File: config.mk
export PLATFORM = sky130hd
export DESIGN_NAME = encoder_duty_interp_timestamp
export DESIGN_NICKNAME = d
export VERILOG_FILES = /design/src/inc/enc_meas_pkg.sv /design/src/hdl/duty_divider.sv /design/src/hdl/encoder_duty_interp_timestamp.sv
export SDC_FILE = /design/constraint.sdc
export NUM_CORES = 2
export LEC_CHECK = 0
export ABC_AREA = 1
export BUFFER_PORTS_ARGS = -buffer_cell sky130_fd_sc_hd__buf_2
export CAP_MARGIN = 25
export CORE_MARGIN = 5
export CORE_UTILIZATION = 65
export CTS_CLUSTER_DIAMETER = 80
export DETAILED_ROUTE_END_ITERATION = 6
export PLACE_DENSITY = 0.95
export SLEW_MARGIN = 20
export SYNTH_ARGS = -nofsm -noshare
export SYNTH_HDL_FRONTEND = slang
export SYNTH_SLANG_ARGS = --single-unit
export TNS_END_PERCENT = 100
File: constraint.sdc
create_clock -name clock -period 8.8 [get_ports clock]
set_input_delay 1.32 -clock clock [delete_from_list [all_inputs] [get_ports clock]]
set_output_delay 1.32 -clock clock [all_outputs]
set_load 0.03 [all_outputs]
File: src/inc/enc_meas_pkg.sv
package enc_meas_pkg;

  localparam int CLK_PERIOD_NS = 20;
  localparam int TICK_NS = 10;
  localparam logic [31:0] TICK_STEP = 32'(CLK_PERIOD_NS / TICK_NS);
  localparam int INTERP_MIN_PERIOD_NS = 1340;
  localparam logic [31:0] INTERP_MIN_TICKS =
    32'(INTERP_MIN_PERIOD_NS / TICK_NS);

  localparam int DIV_WIDTH = 48;
  localparam int FRAC_BITS = 8;
  localparam logic [7:0] FRAC_MAX = 8'hFF;
  localparam logic [7:0] FRAC_ZERO = 8'h00;

  localparam logic [15:0] DUTY_FULL = 16'h2710;
  localparam logic [15:0] DUTY_VALUE_RESET = 16'h0000;
  localparam logic [15:0] DUTY_MIN_RESET = 16'h2710;
  localparam logic [15:0] DUTY_MAX_RESET = 16'h0000;
  localparam logic [15:0] DUTY_CLEARED = 16'h0000;

  localparam logic [15:0] CMD_CLR_MIN_CH1 = 16'h9130;
  localparam logic [15:0] CMD_CLR_MAX_CH1 = 16'h9140;
  localparam logic [15:0] CMD_CLR_MIN_CH2 = 16'h9131;
  localparam logic [15:0] CMD_CLR_MAX_CH2 = 16'h9141;

  localparam int PIN_A = 0;
  localparam int PIN_B = 1;
  localparam int PIN_C = 2;
  localparam int PIN_LATCH = 3;
  localparam int PIN_GATE = 4;
  localparam int PIN_COUNT = 5;
  localparam logic [2:0] SYNC_SETTLE = 3'h4;

  typedef enum logic [1:0] {
    EVAL_FOURFOLD = 2'h0,
    EVAL_ONEFOLD = 2'h1,
    EVAL_TWOFOLD = 2'h2
  } eval_mode_t;

  typedef struct packed {
    logic interpEnable;
    eval_mode_t evalMode;
    logic zeroLatchEnable;
    logic latchRiseEnable;
    logic latchFallEnable;
    logic latch2RiseEnable;
    logic latch2FallEnable;
    logic compactStamp;
  } chan_config_t;

  typedef struct packed {
    logic start;
    logic [DIV_WIDTH-1:0] num;
    logic [DIV_WIDTH-1:0] den;
  } div_req_t;

  typedef struct packed {
    logic [PIN_COUNT-1:0] pinSync1;
    logic [PIN_COUNT-1:0] pinSync2;
    logic [PIN_COUNT-1:0] pinSync3;
    logic [PIN_COUNT-1:0] pinLevel;
    logic [2:0] settle;
    logic [31:0] tick;
    logic [31:0] riseTick;
    logic [31:0] fallTick;
    logic haveRise;
    logic haveFall;
    div_req_t dutyReq;
    logic [15:0] latestDuty;
    logic dutyFresh;
    logic [15:0] dutyValue;
    logic [15:0] dutyMin;
    logic [15:0] dutyMax;
    logic [31:0] countTick;
    logic [31:0] countPeriod;
    logic haveCount;
    logic countSeq;
    logic interpTag;
    div_req_t interpReq;
    logic interpStall;
    logic [7:0] frac;
    logic [63:0] lastCountStamp;
    logic [31:0] counterValue;
    logic [63:0] countStamp;
    logic [63:0] zeroStamp;
    logic [63:0] latchStamp;
    logic [63:0] latch2Stamp;
    logic [31:0] latchValue;
    logic [31:0] latch2Value;
  } meas_state_t;

endpackage

File: src/hdl/duty_divider.sv
`timescale 1ns/10ps
module duty_divider #(
  parameter int WIDTH = 48
) (
  input wire logic clock,
  input wire logic rst,
  input wire logic start,
  input wire logic [WIDTH-1:0] numerator,
  input wire logic [WIDTH-1:0] denominator,
  output logic busy,
  output logic done,
  output logic [WIDTH-1:0] quotient
);

  localparam int CW = $clog2(WIDTH + 1);
  localparam logic [CW-1:0] STEPS = CW'(WIDTH);
  localparam logic [CW-1:0] LAST = CW'(1);

  typedef struct packed {
    logic [WIDTH-1:0] quo;
    logic [WIDTH-1:0] rem;
    logic [WIDTH-1:0] den;
    logic [CW-1:0] cnt;
    logic busy;
    logic done;
  } div_state_t;

  div_state_t s;
  div_state_t next_s;

  // Restoring division, one bit per cycle; zero divisor gives all ones
  always_comb begin
    logic [WIDTH:0] trial;
    logic bitOut;
    trial = '0;
    bitOut = 1'b0;
    next_s = s;
    next_s.done = 1'b0;
    if (!s.busy) begin
      if (start) begin
        next_s.quo = numerator;
        next_s.rem = '0;
        next_s.den = denominator;
        next_s.cnt = STEPS;
        next_s.busy = 1'b1;
      end
    end else begin
      trial = {s.rem, s.quo[WIDTH-1]};
      if (trial >= {1'b0, s.den}) begin
        bitOut = 1'b1;
        next_s.rem = WIDTH'(trial - {1'b0, s.den});
      end else begin
        next_s.rem = trial[WIDTH-1:0];
      end
      next_s.quo = {s.quo[WIDTH-2:0], bitOut};
      next_s.cnt = s.cnt - LAST;
      if (s.cnt == LAST) begin
        next_s.busy = 1'b0;
        next_s.done = 1'b1;
      end
    end
  end

  always_ff @(posedge clock) begin
    if (rst) begin
      s <= '0;
    end else begin
      s <= next_s;
    end
  end

  assign busy = s.busy;
  assign done = s.done;
  assign quotient = s.quo;

endmodule // duty_divider

File: src/hdl/encoder_duty_interp_timestamp.sv
`timescale 1ns/10ps
module encoder_duty_interp_timestamp #(
  parameter int CHANNEL = 0
) (
  input wire logic clock,
  input wire logic rst,
  input wire logic trackA,
  input wire logic trackB,
  input wire logic trackC,
  input wire logic latchIn,
  input wire logic gateIn,
  input wire enc_meas_pkg::chan_config_t cfg,
  input wire logic cycleStrobe,
  input wire logic cmdValid,
  input wire logic [15:0] cmdWord,
  input wire logic [31:0] baseCount,
  input wire logic [63:0] dcTime,
  output logic [15:0] dutyValue,
  output logic [15:0] dutyMin,
  output logic [15:0] dutyMax,
  output logic [31:0] counterValue,
  output logic interpStall,
  output logic [63:0] countStamp,
  output logic [63:0] zeroStamp,
  output logic [63:0] latchStamp,
  output logic [63:0] latch2Stamp,
  output logic [31:0] latchValue,
  output logic [31:0] latch2Value
);

  localparam int W = enc_meas_pkg::DIV_WIDTH;

  enc_meas_pkg::meas_state_t s;
  enc_meas_pkg::meas_state_t next_s;

  logic dutyBusy;
  logic dutyDone;
  logic [W-1:0] dutyQuot;
  logic interpBusy;
  logic interpDone;
  logic [W-1:0] interpQuot;

  // Which edges of A and B count, per evaluation mode
  function automatic logic isCountEdge(
    input enc_meas_pkg::eval_mode_t mode,
    input logic [enc_meas_pkg::PIN_COUNT-1:0] rise,
    input logic [enc_meas_pkg::PIN_COUNT-1:0] fall
  );
    logic hit;
    hit = 1'b0;
    case (mode)
      enc_meas_pkg::EVAL_ONEFOLD: begin
        hit = rise[enc_meas_pkg::PIN_A];
      end
      enc_meas_pkg::EVAL_TWOFOLD: begin
        hit = rise[enc_meas_pkg::PIN_A] | fall[enc_meas_pkg::PIN_A];
      end
      // Unused code 3 falls back to fourfold
      default: begin
        hit = rise[enc_meas_pkg::PIN_A] | fall[enc_meas_pkg::PIN_A] |
          rise[enc_meas_pkg::PIN_B] | fall[enc_meas_pkg::PIN_B];
      end
    endcase
    return hit;
  endfunction

  // Compact form keeps only the low word of system time
  function automatic logic [63:0] pickStamp(
    input logic compact,
    input logic [63:0] stamp
  );
    logic [63:0] outStamp;
    outStamp = stamp;
    if (compact) begin
      outStamp = {32'h0000_0000, stamp[31:0]};
    end
    return outStamp;
  endfunction

  // Clear codes depend on which channel this instance is
  function automatic logic isClearMin(input logic [15:0] word);
    logic hit;
    hit = (CHANNEL == 0) ? (word == enc_meas_pkg::CMD_CLR_MIN_CH1)
                         : (word == enc_meas_pkg::CMD_CLR_MIN_CH2);
    return hit;
  endfunction

  function automatic logic isClearMax(input logic [15:0] word);
    logic hit;
    hit = (CHANNEL == 0) ? (word == enc_meas_pkg::CMD_CLR_MAX_CH1)
                         : (word == enc_meas_pkg::CMD_CLR_MAX_CH2);
    return hit;
  endfunction

  duty_divider #(
    .WIDTH(W)
  ) dutyDiv (
    .clock(clock),
    .rst(rst),
    .start(s.dutyReq.start),
    .numerator(s.dutyReq.num),
    .denominator(s.dutyReq.den),
    .busy(dutyBusy),
    .done(dutyDone),
    .quotient(dutyQuot)
  );

  duty_divider #(
    .WIDTH(W)
  ) interpDiv (
    .clock(clock),
    .rst(rst),
    .start(s.interpReq.start),
    .numerator(s.interpReq.num),
    .denominator(s.interpReq.den),
    .busy(interpBusy),
    .done(interpDone),
    .quotient(interpQuot)
  );

  always_comb begin
    logic [enc_meas_pkg::PIN_COUNT-1:0] pins;
    logic [enc_meas_pkg::PIN_COUNT-1:0] rise;
    logic [enc_meas_pkg::PIN_COUNT-1:0] fall;
    logic countEdge;
    logic [31:0] elapsed;
    logic [31:0] period;
    logic [15:0] dutyResult;
    logic latchHit;
    logic latch2Hit;
    pins = {gateIn, latchIn, trackC, trackB, trackA};
    rise = '0;
    fall = '0;
    countEdge = 1'b0;
    elapsed = '0;
    period = '0;
    dutyResult = '0;
    latchHit = 1'b0;
    latch2Hit = 1'b0;
    next_s = s;
    next_s.dutyReq.start = 1'b0;
    next_s.interpReq.start = 1'b0;

    // Three-stage sync, level moves only when stages two and three agree
    next_s.pinSync1 = pins;
    next_s.pinSync2 = s.pinSync1;
    next_s.pinSync3 = s.pinSync2;
    for (int i = 0; i < enc_meas_pkg::PIN_COUNT; i++) begin
      if (s.pinSync2[i] == s.pinSync3[i]) begin
        next_s.pinLevel[i] = s.pinSync3[i];
      end
    end
    rise = next_s.pinLevel & ~s.pinLevel;
    fall = ~next_s.pinLevel & s.pinLevel;
    // First agreed level after reset is idle, not an edge
    if (s.settle != enc_meas_pkg::SYNC_SETTLE) begin
      next_s.settle = s.settle + 3'h1;
      rise = '0;
      fall = '0;
    end

    next_s.tick = s.tick + enc_meas_pkg::TICK_STEP;

    if (rise[enc_meas_pkg::PIN_A]) begin
      next_s.riseTick = s.tick;
      next_s.haveRise = 1'b1;
      next_s.haveFall = 1'b0;
      // scale on-time by full scale, then divide
      if (s.haveRise && s.haveFall && !dutyBusy && !s.dutyReq.start) begin
        next_s.dutyReq.start = 1'b1;
        next_s.dutyReq.num = W'(W'(s.fallTick - s.riseTick) *
          W'(enc_meas_pkg::DUTY_FULL));
        next_s.dutyReq.den = W'(s.tick - s.riseTick);
      end
    end
    // on-time ends at the fall after a rise
    if (fall[enc_meas_pkg::PIN_A] && s.haveRise) begin
      next_s.fallTick = s.tick;
      next_s.haveFall = 1'b1;
    end

    // clear by command for this channel
    // second channel decodes its own codes
    if (cmdValid && isClearMin(cmdWord)) begin
      next_s.dutyMin = enc_meas_pkg::DUTY_CLEARED;
    end
    if (cmdValid && isClearMax(cmdWord)) begin
      next_s.dutyMax = enc_meas_pkg::DUTY_CLEARED;
    end

    if (dutyDone) begin
      dutyResult = (dutyQuot > W'(enc_meas_pkg::DUTY_FULL)) ?
        enc_meas_pkg::DUTY_FULL : dutyQuot[15:0];
      next_s.latestDuty = dutyResult;
      next_s.dutyFresh = 1'b1;
      // a clear sets 0, so min stays 0 after it; a new value beats a clear for max only
      if (dutyResult < next_s.dutyMin) begin
        next_s.dutyMin = dutyResult;
      end
      if (dutyResult > next_s.dutyMax) begin
        next_s.dutyMax = dutyResult;
      end
    end

    // count edge chosen by evaluation mode
    countEdge = isCountEdge(cfg.evalMode, rise, fall);
    elapsed = s.tick - s.countTick;
    period = s.tick - s.countTick;
    if (countEdge) begin
      next_s.lastCountStamp = dcTime;
      next_s.countPeriod = period;
      next_s.countTick = s.tick;
      next_s.haveCount = 1'b1;
      next_s.countSeq = ~s.countSeq;
      next_s.frac = enc_meas_pkg::FRAC_ZERO;
      // too short a period for interpolation
      next_s.interpStall = s.haveCount &&
        (period <= enc_meas_pkg::INTERP_MIN_TICKS);
    end else if (cfg.interpEnable && s.haveCount && !interpBusy &&
                 !s.interpReq.start) begin
      // fraction is elapsed time over last count period
      next_s.interpReq.start = 1'b1;
      next_s.interpReq.num = W'({elapsed, enc_meas_pkg::FRAC_ZERO});
      next_s.interpReq.den = W'(s.countPeriod);
      next_s.interpTag = s.countSeq;
    end
    // Results begun before the latest count edge are stale
    if (interpDone && !countEdge && (s.interpTag == s.countSeq)) begin
      next_s.frac = (interpQuot > W'(enc_meas_pkg::FRAC_MAX)) ?
        enc_meas_pkg::FRAC_MAX : interpQuot[enc_meas_pkg::FRAC_BITS-1:0];
    end

    // latch the process image once per host cycle
    if (cycleStrobe) begin
      if (next_s.dutyFresh) begin
        next_s.dutyValue = next_s.latestDuty;
      end
      next_s.dutyFresh = 1'b0;
      next_s.countStamp = pickStamp(cfg.compactStamp,
        next_s.lastCountStamp);
      if (cfg.interpEnable) begin
        next_s.counterValue = {baseCount[31-enc_meas_pkg::FRAC_BITS:0],
          next_s.interpStall ? enc_meas_pkg::FRAC_ZERO : next_s.frac};
      end else begin
        next_s.counterValue = baseCount;
      end
    end

    // zero pulse rise captures count and time
    if (rise[enc_meas_pkg::PIN_C] && cfg.zeroLatchEnable) begin
      next_s.latchValue = baseCount;
      next_s.zeroStamp = pickStamp(cfg.compactStamp, dcTime);
    end
    // latch input on its enabled edge
    latchHit = (rise[enc_meas_pkg::PIN_LATCH] && cfg.latchRiseEnable) ||
      (fall[enc_meas_pkg::PIN_LATCH] && cfg.latchFallEnable);
    if (latchHit) begin
      next_s.latchValue = baseCount;
      next_s.latchStamp = pickStamp(cfg.compactStamp, dcTime);
    end
    latch2Hit = (rise[enc_meas_pkg::PIN_GATE] && cfg.latch2RiseEnable) ||
      (fall[enc_meas_pkg::PIN_GATE] && cfg.latch2FallEnable);
    if (latch2Hit) begin
      next_s.latch2Value = baseCount;
      next_s.latch2Stamp = pickStamp(cfg.compactStamp, dcTime);
    end
  end

  always_ff @(posedge clock) begin
    if (rst) begin
      s <= '0;
      s.dutyValue <= enc_meas_pkg::DUTY_VALUE_RESET;
      s.dutyMin <= enc_meas_pkg::DUTY_MIN_RESET;
      s.dutyMax <= enc_meas_pkg::DUTY_MAX_RESET;
    end else begin
      s <= next_s;
    end
  end

  assign dutyValue = s.dutyValue;
  assign dutyMin = s.dutyMin;
  assign dutyMax = s.dutyMax;
  assign counterValue = s.counterValue;
  assign interpStall = s.interpStall;
  assign countStamp = s.countStamp;
  assign zeroStamp = s.zeroStamp;
  assign latchStamp = s.latchStamp;
  assign latch2Stamp = s.latch2Stamp;
  assign latchValue = s.latchValue;
  assign latch2Value = s.latch2Value;

endmodule // encoder_duty_interp_timestamp

# Word level (Yosys, flattened, before mapping)
# Index checks and enable logic that the tools add are counted.
# W data, S select, Z words.
classes:
  n_mul: 1
  eq_ne: 13
  addsub: 9
  bitwise: 12
  n_reduce_logical: 38
  muxes: 40
  order_cmp: 7
op_table:
  columns: ["op", "n"]
  rows:
  - ["$mux W151", 2]
  - ["$mux W97", 2]
  - ["$mux W96", 2]
  - ["$mux W32", 4]
  - ["$mux W64", 2]
  - ["$mux W98", 1]
  - ["$mux W48", 2]
  - ["$mux W16", 5]
  - ["$mux W73", 1]
  - ["$sub A32 B32 Y33", 2]
  - ["$ge A49 B32 Y1", 1]
  - ["$ge A49 B48 Y1", 1]
  - ["$gt A48 B14 Y1 const B", 1]
  - ["$gt A48 B8 Y1 const B", 1]
  - ["$mul A48 B10 Y44 const B", 1]
  - ["$sub A48 B32 Y48", 1]
  - ["$sub A48 B48 Y48", 1]
  - ["$add A32 B2 Y32 const B", 1]
  - ["$eq A16 B16 Y1 const B", 2]
  - ["$le A32 B8 Y1 const B", 1]
  - ["$sub A32 B32 Y32", 1]
  - ["$mux W8", 3]
  - ["$logic_and A1 B1 Y1", 17]
  - ["$mux W17", 1]
  - ["23 further kinds", 64]
word_totals:
  inputBits: 130
  ff_bits: 1124
  out_inout_bits: 401

# Longest topological paths before layout
logic_depth:
  word_depth: 15
  mapped_depth: 33
  mapped_depth_nobuf: 33

# By module
# Synthesis repeated with hierarchy kept, for this count alone.
hier_totals:
  cells_unflattened: 9679
  hier_area_um2: 66647.7
by_module_without_submodules:
  columns: ["mod", "area_per_inst_um2", "instances", "cells_per_inst"]
  rows:
  - ["encoder_duty_interp_timestamp", 44378.8, 1, 5903]
  - ["duty_divider", 11134.4, 2, 1888]

# Worst setup path after synthesis
# No wires, ideal clock.
synth_timing:
  kind: "register -> register"
  start: "register s[754] in the netlist's numbering"
  end: "register s[736] in the netlist's numbering"
  arrival_time_ps: 5907
  stages_incl_launch_ff: 29
  required_ps: 8742
  path_slack_ps: 2834
  cell_sequence: "dfxtp_1 inv_1 ha_1 fa_1 o31ai_2 a21oi_1 o21bai_1 xor2_1 inv_1 fa_1 inv_1 ha_1 fa_1 ha_1 inv_1 fa_1 inv_1 ha_1 nand2_1 nor2_1 nand2_1 nand2_1 a31oi_1 o21ai_0 a21oi_1 or2_2 nand3_1 o211ai_1 inv_1"
synth_between:
  elab_chain_cells: 2
synth_rtl:
  columns: ["element", "line", "text"]
  rows:
  - ["start: declaration", "encoder_duty_interp_timestamp.sv:33", "enc_meas_pkg::meas_state_t s;"]
  - ["start signal: assignment", "encoder_duty_interp_timestamp.sv:276", "s <= next_s;"]
  - ["$sub A32 B32 Y33", "encoder_duty_interp_timestamp.sv:171", "next_s.dutyReq.num = W'(W'(s.fallTick - s.riseTick) *"]
  - ["$mul A48 B10 Y44", "encoder_duty_interp_timestamp.sv:171", null]
# No other way between the ends.
# A chain may end at the register's enable or synchronous reset.

# Worst setup path after layout
layout_timing:
  start: "register s[797] in the netlist's numbering"
  end: "register s[749] in the netlist's numbering"
# Same word-level chain as after synthesis.

==> out/results.ini <==
[status]
status = complete, but fails checks
violations = DRC

[finish]
syn_to_final_growth_pct = 6.73
final_cells = 9657
final_core_util = 0.697
drive_above_1_share = 0.103
nNetsFinal = 8854

[setup_path]
reg2reg_slack_ps = 1750
rr_worst_depth = 29
slowest_stage = xor2_1
reg2reg_from = s[797]
worstPathMaxFanout = 7
path_class = reg -> reg
max_stage_delay_ps = 720
r2r-end = s[749]
required_ps = 9400
crit_top_cell = inv_1
worstPathArrival_ps = 7650
startpoint_type = register
cp-end-kind = register

[synth]
synth_flop_cell = dfxtp_1
synth_area_um2 = 60800
syn_inst = 8369
synth_edf_count = 0
seq_area_frac_synth = 0.357
netlist-cell-type-count = 74
ys_seq_elements = 1083
postSynthAreaPerCell_um2 = 7.26
synth_warnings = 0
async_reset_ff_frac = 0

[sta]
worst_pin_slew_ps = 1130
fin_crit_sh = 0.801
setup_viol = 0
finalSetupTns_ps = 0
min_period_ps = 7050
max_freq_mhz = 142
rsz0062_at_grt = false
skew_ps = 58.9
finalMaxSlewViolations = 0
finalHoldViolCount = 0
hold_slack_ps = 356
setup_ws_ps = 1750
max-slew-margin-rel = 0.244

[clock_tree]
cts_tree = done
cts_buffers = 108
cts_setup_buffers = 0
holdBufCountCts = 0
clock_sinks = 1083
htree_levels = 3
clock_latency_ps = 730
path_clk_slew_ps = 70
cts-root-buf = clkbuf_16
cts_buffer_depth = 3
cts_resized = 0

[global_route]
grt_max_degree = 212
grt_pass1_wl_mm = 296
grt-ovfl-total = 0
grt_usage = 0.368
antenna_found_initial = 5
grt_pass1_vias = 54600

[worst_hold_path]
holdPathStages = 2
holdPathEnd = next_s[857]
hp-class = reg -> reg
hold_start = next_s[862]

[placed_design]
gp_congestion = 1.00
place_ws_ps = 1950
dp_hpwl_mm = 141
dp.cells = 9448
io_buffers = 530

[die]
die_h_um = 316
io_pins = 531
core_area_um2 = 93000
die-area_um2 = 99700
placementRows = 112
die-width_um = 316
start_util = 0.653

[routing]
wl_met1_mm = 74.9
detail-route-antenna-nets = 0
topRoutingLayerUsed = met5
drt-wirelength-per-cell_um = 20.0
firstDrtPassIters = 7
first_iter_violations = 6989
via_per_inst = 5.90
wl_met3_mm = 20.4
drc = 18
wl_met2_mm = 86.2
routed_wl_mm = 193
vias = 57000

[power_and_ir_drop]
peakVddDrop_v = 0.000185
leakage_nw = 32.4
powerDensity_nw_per_um2 = 168

[flow_run]
maxCapViolations = 0

## where the power goes
group	internal, mW	switching (mW)	total (mW)
Sequential	4.93	0.0218	4.96
Clock	2.88	2.12	5.00
Combinational	0.268	0.651	0.919
## worst max-delay path: cells and delay by family, from the launching register on
family,cells,cell delay [ps]
xor+xnor,2,870
fa+ha+maj,7,3060
simple gates,13,2170
compound gates,2,190
flops,1,320
buf+inv,5,290
## area by class of cell
| type | instances | area [um^2] |
|---|---|---|
| diodes | 5 | 12.5 |
| clock buffers | 141 | 3010 |
| clock inverters | 60 | 862 |
| fillers | 7343 | 28200 |
| inverters | 1148 | 4320 |
| multi-input cells | 5385 | 30300 |
| flip-flops and latches | 1083 | 21700 |
| well taps | 1254 | 1570 |
| repair buffers | 581 | 3120 |
## through the flow
step                instance area [um^2]  power, mW
floorplan                          60800       5.67
global placement                   60900       5.92
detailed placement                 60900       5.95
CTS                                64800       10.8
global route                       64900       11.2
finish                             64900       10.9
## cells in the final DEF (no fill, tap or decap), drive strengths merged, types with 35 or more instances in the layout
cell type	netlist	routed
o211ai	132	132
inv	1144	1151
fa	94	94
a31oi	42	42
nand4	58	58
nand2	1349	1349
mux2i	36	36
nor2	960	960
xnor2	58	58
o31ai	35	35
nor3	57	57
a211oi	63	63
o21ai	833	833
ha	323	323
xor2	96	96
a21oi	665	665
nand3	302	302
clkbuf	263	141
buf	494	581
dfxtp	1083	1083
## synthesized netlist by cell type (all sizes together), types with 18 or more instances
cell type  count  area [um^2]
a31oi         42          263
o21ai        833         4210
o211ai       132          991
clkbuf       263          992
dfxtp       1083        21700
nor4          32          215
nand3        302         1530
nand4         58          369
xor2          96          863
nand3b        18          135
a21boi        21          165
fa            94         1880
ha           323         4040
nor2         960         3650
nor3          57          305
a22oi         31          233
nand2       1349         5110
inv         1144         4290
o22ai         31          200
or2           22          138
a21o          30          225
mux2i         36          360
a21oi        665         3340
buf          494         3560
xnor2         58          516
o21bai        19          146
o21a          20          150
o31ai         35          268
a211oi        63          473
## cell families after synthesis
logic type / after synthesis / share of synthesized area
other: 1 / 0.0000617
AO/OA/AOI/OAI: 1966 / 0.182
AND/OR/NAND/NOR: 2807 / 0.190
adder cells (fa/ha/maj): 417 / 0.0974
multiplexers: 36 / 0.00593
XOR/XNOR: 154 / 0.0227
flip-flops: 1083 / 0.357
buffers and inverters: 1905 / 0.146
## how the worst max path moves through the flow
| stage | from | end | slack [ps] | cells after the start |
|---|---|---|---|---|
| 6_report | s[797] | s[749] | 1750 | 29 |
| 5_1_grt | s[797] | s[749] | 1290 | 29 |
| 4_1_cts | s[797] | s[749] | 1880 | 29 |
| 3_5_place_dp | s[787] | s[749] | 1950 | 29 |
| 3_3_place_gp | s[797] | s[749] | 2120 | 29 |
| 2_1_floorplan | s[754] | s[736] | 2830 | 28 |
## routing by layer
| metal | up-vias | GRT usage |
|---|---|---|
| li1 | 26700 | - |
| met1 | 26400 | 0.460 |
| met2 | 3058 | 0.584 |
| met3 | 742 | 0.0959 |
| met4 | 4 | 0.197 |
| met5 | - | 0.00387 |
## state kept, by name, summed over array words and instances, names as in the netlist, 10 cells and up
name	count
countStamp	64
counterValue	32
dutyDiv.quotient	48
dutyDiv.s	86
dutyMax	16
dutyMin	16
dutyValue	16
interpDiv.quotient	48
interpDiv.s	85
latch2Stamp	64
latch2Value	32
latchStamp	64
latchValue	32
next_s	10
s	401
zeroStamp	64
Note: power is estimated with default switching activity, not from simulation.
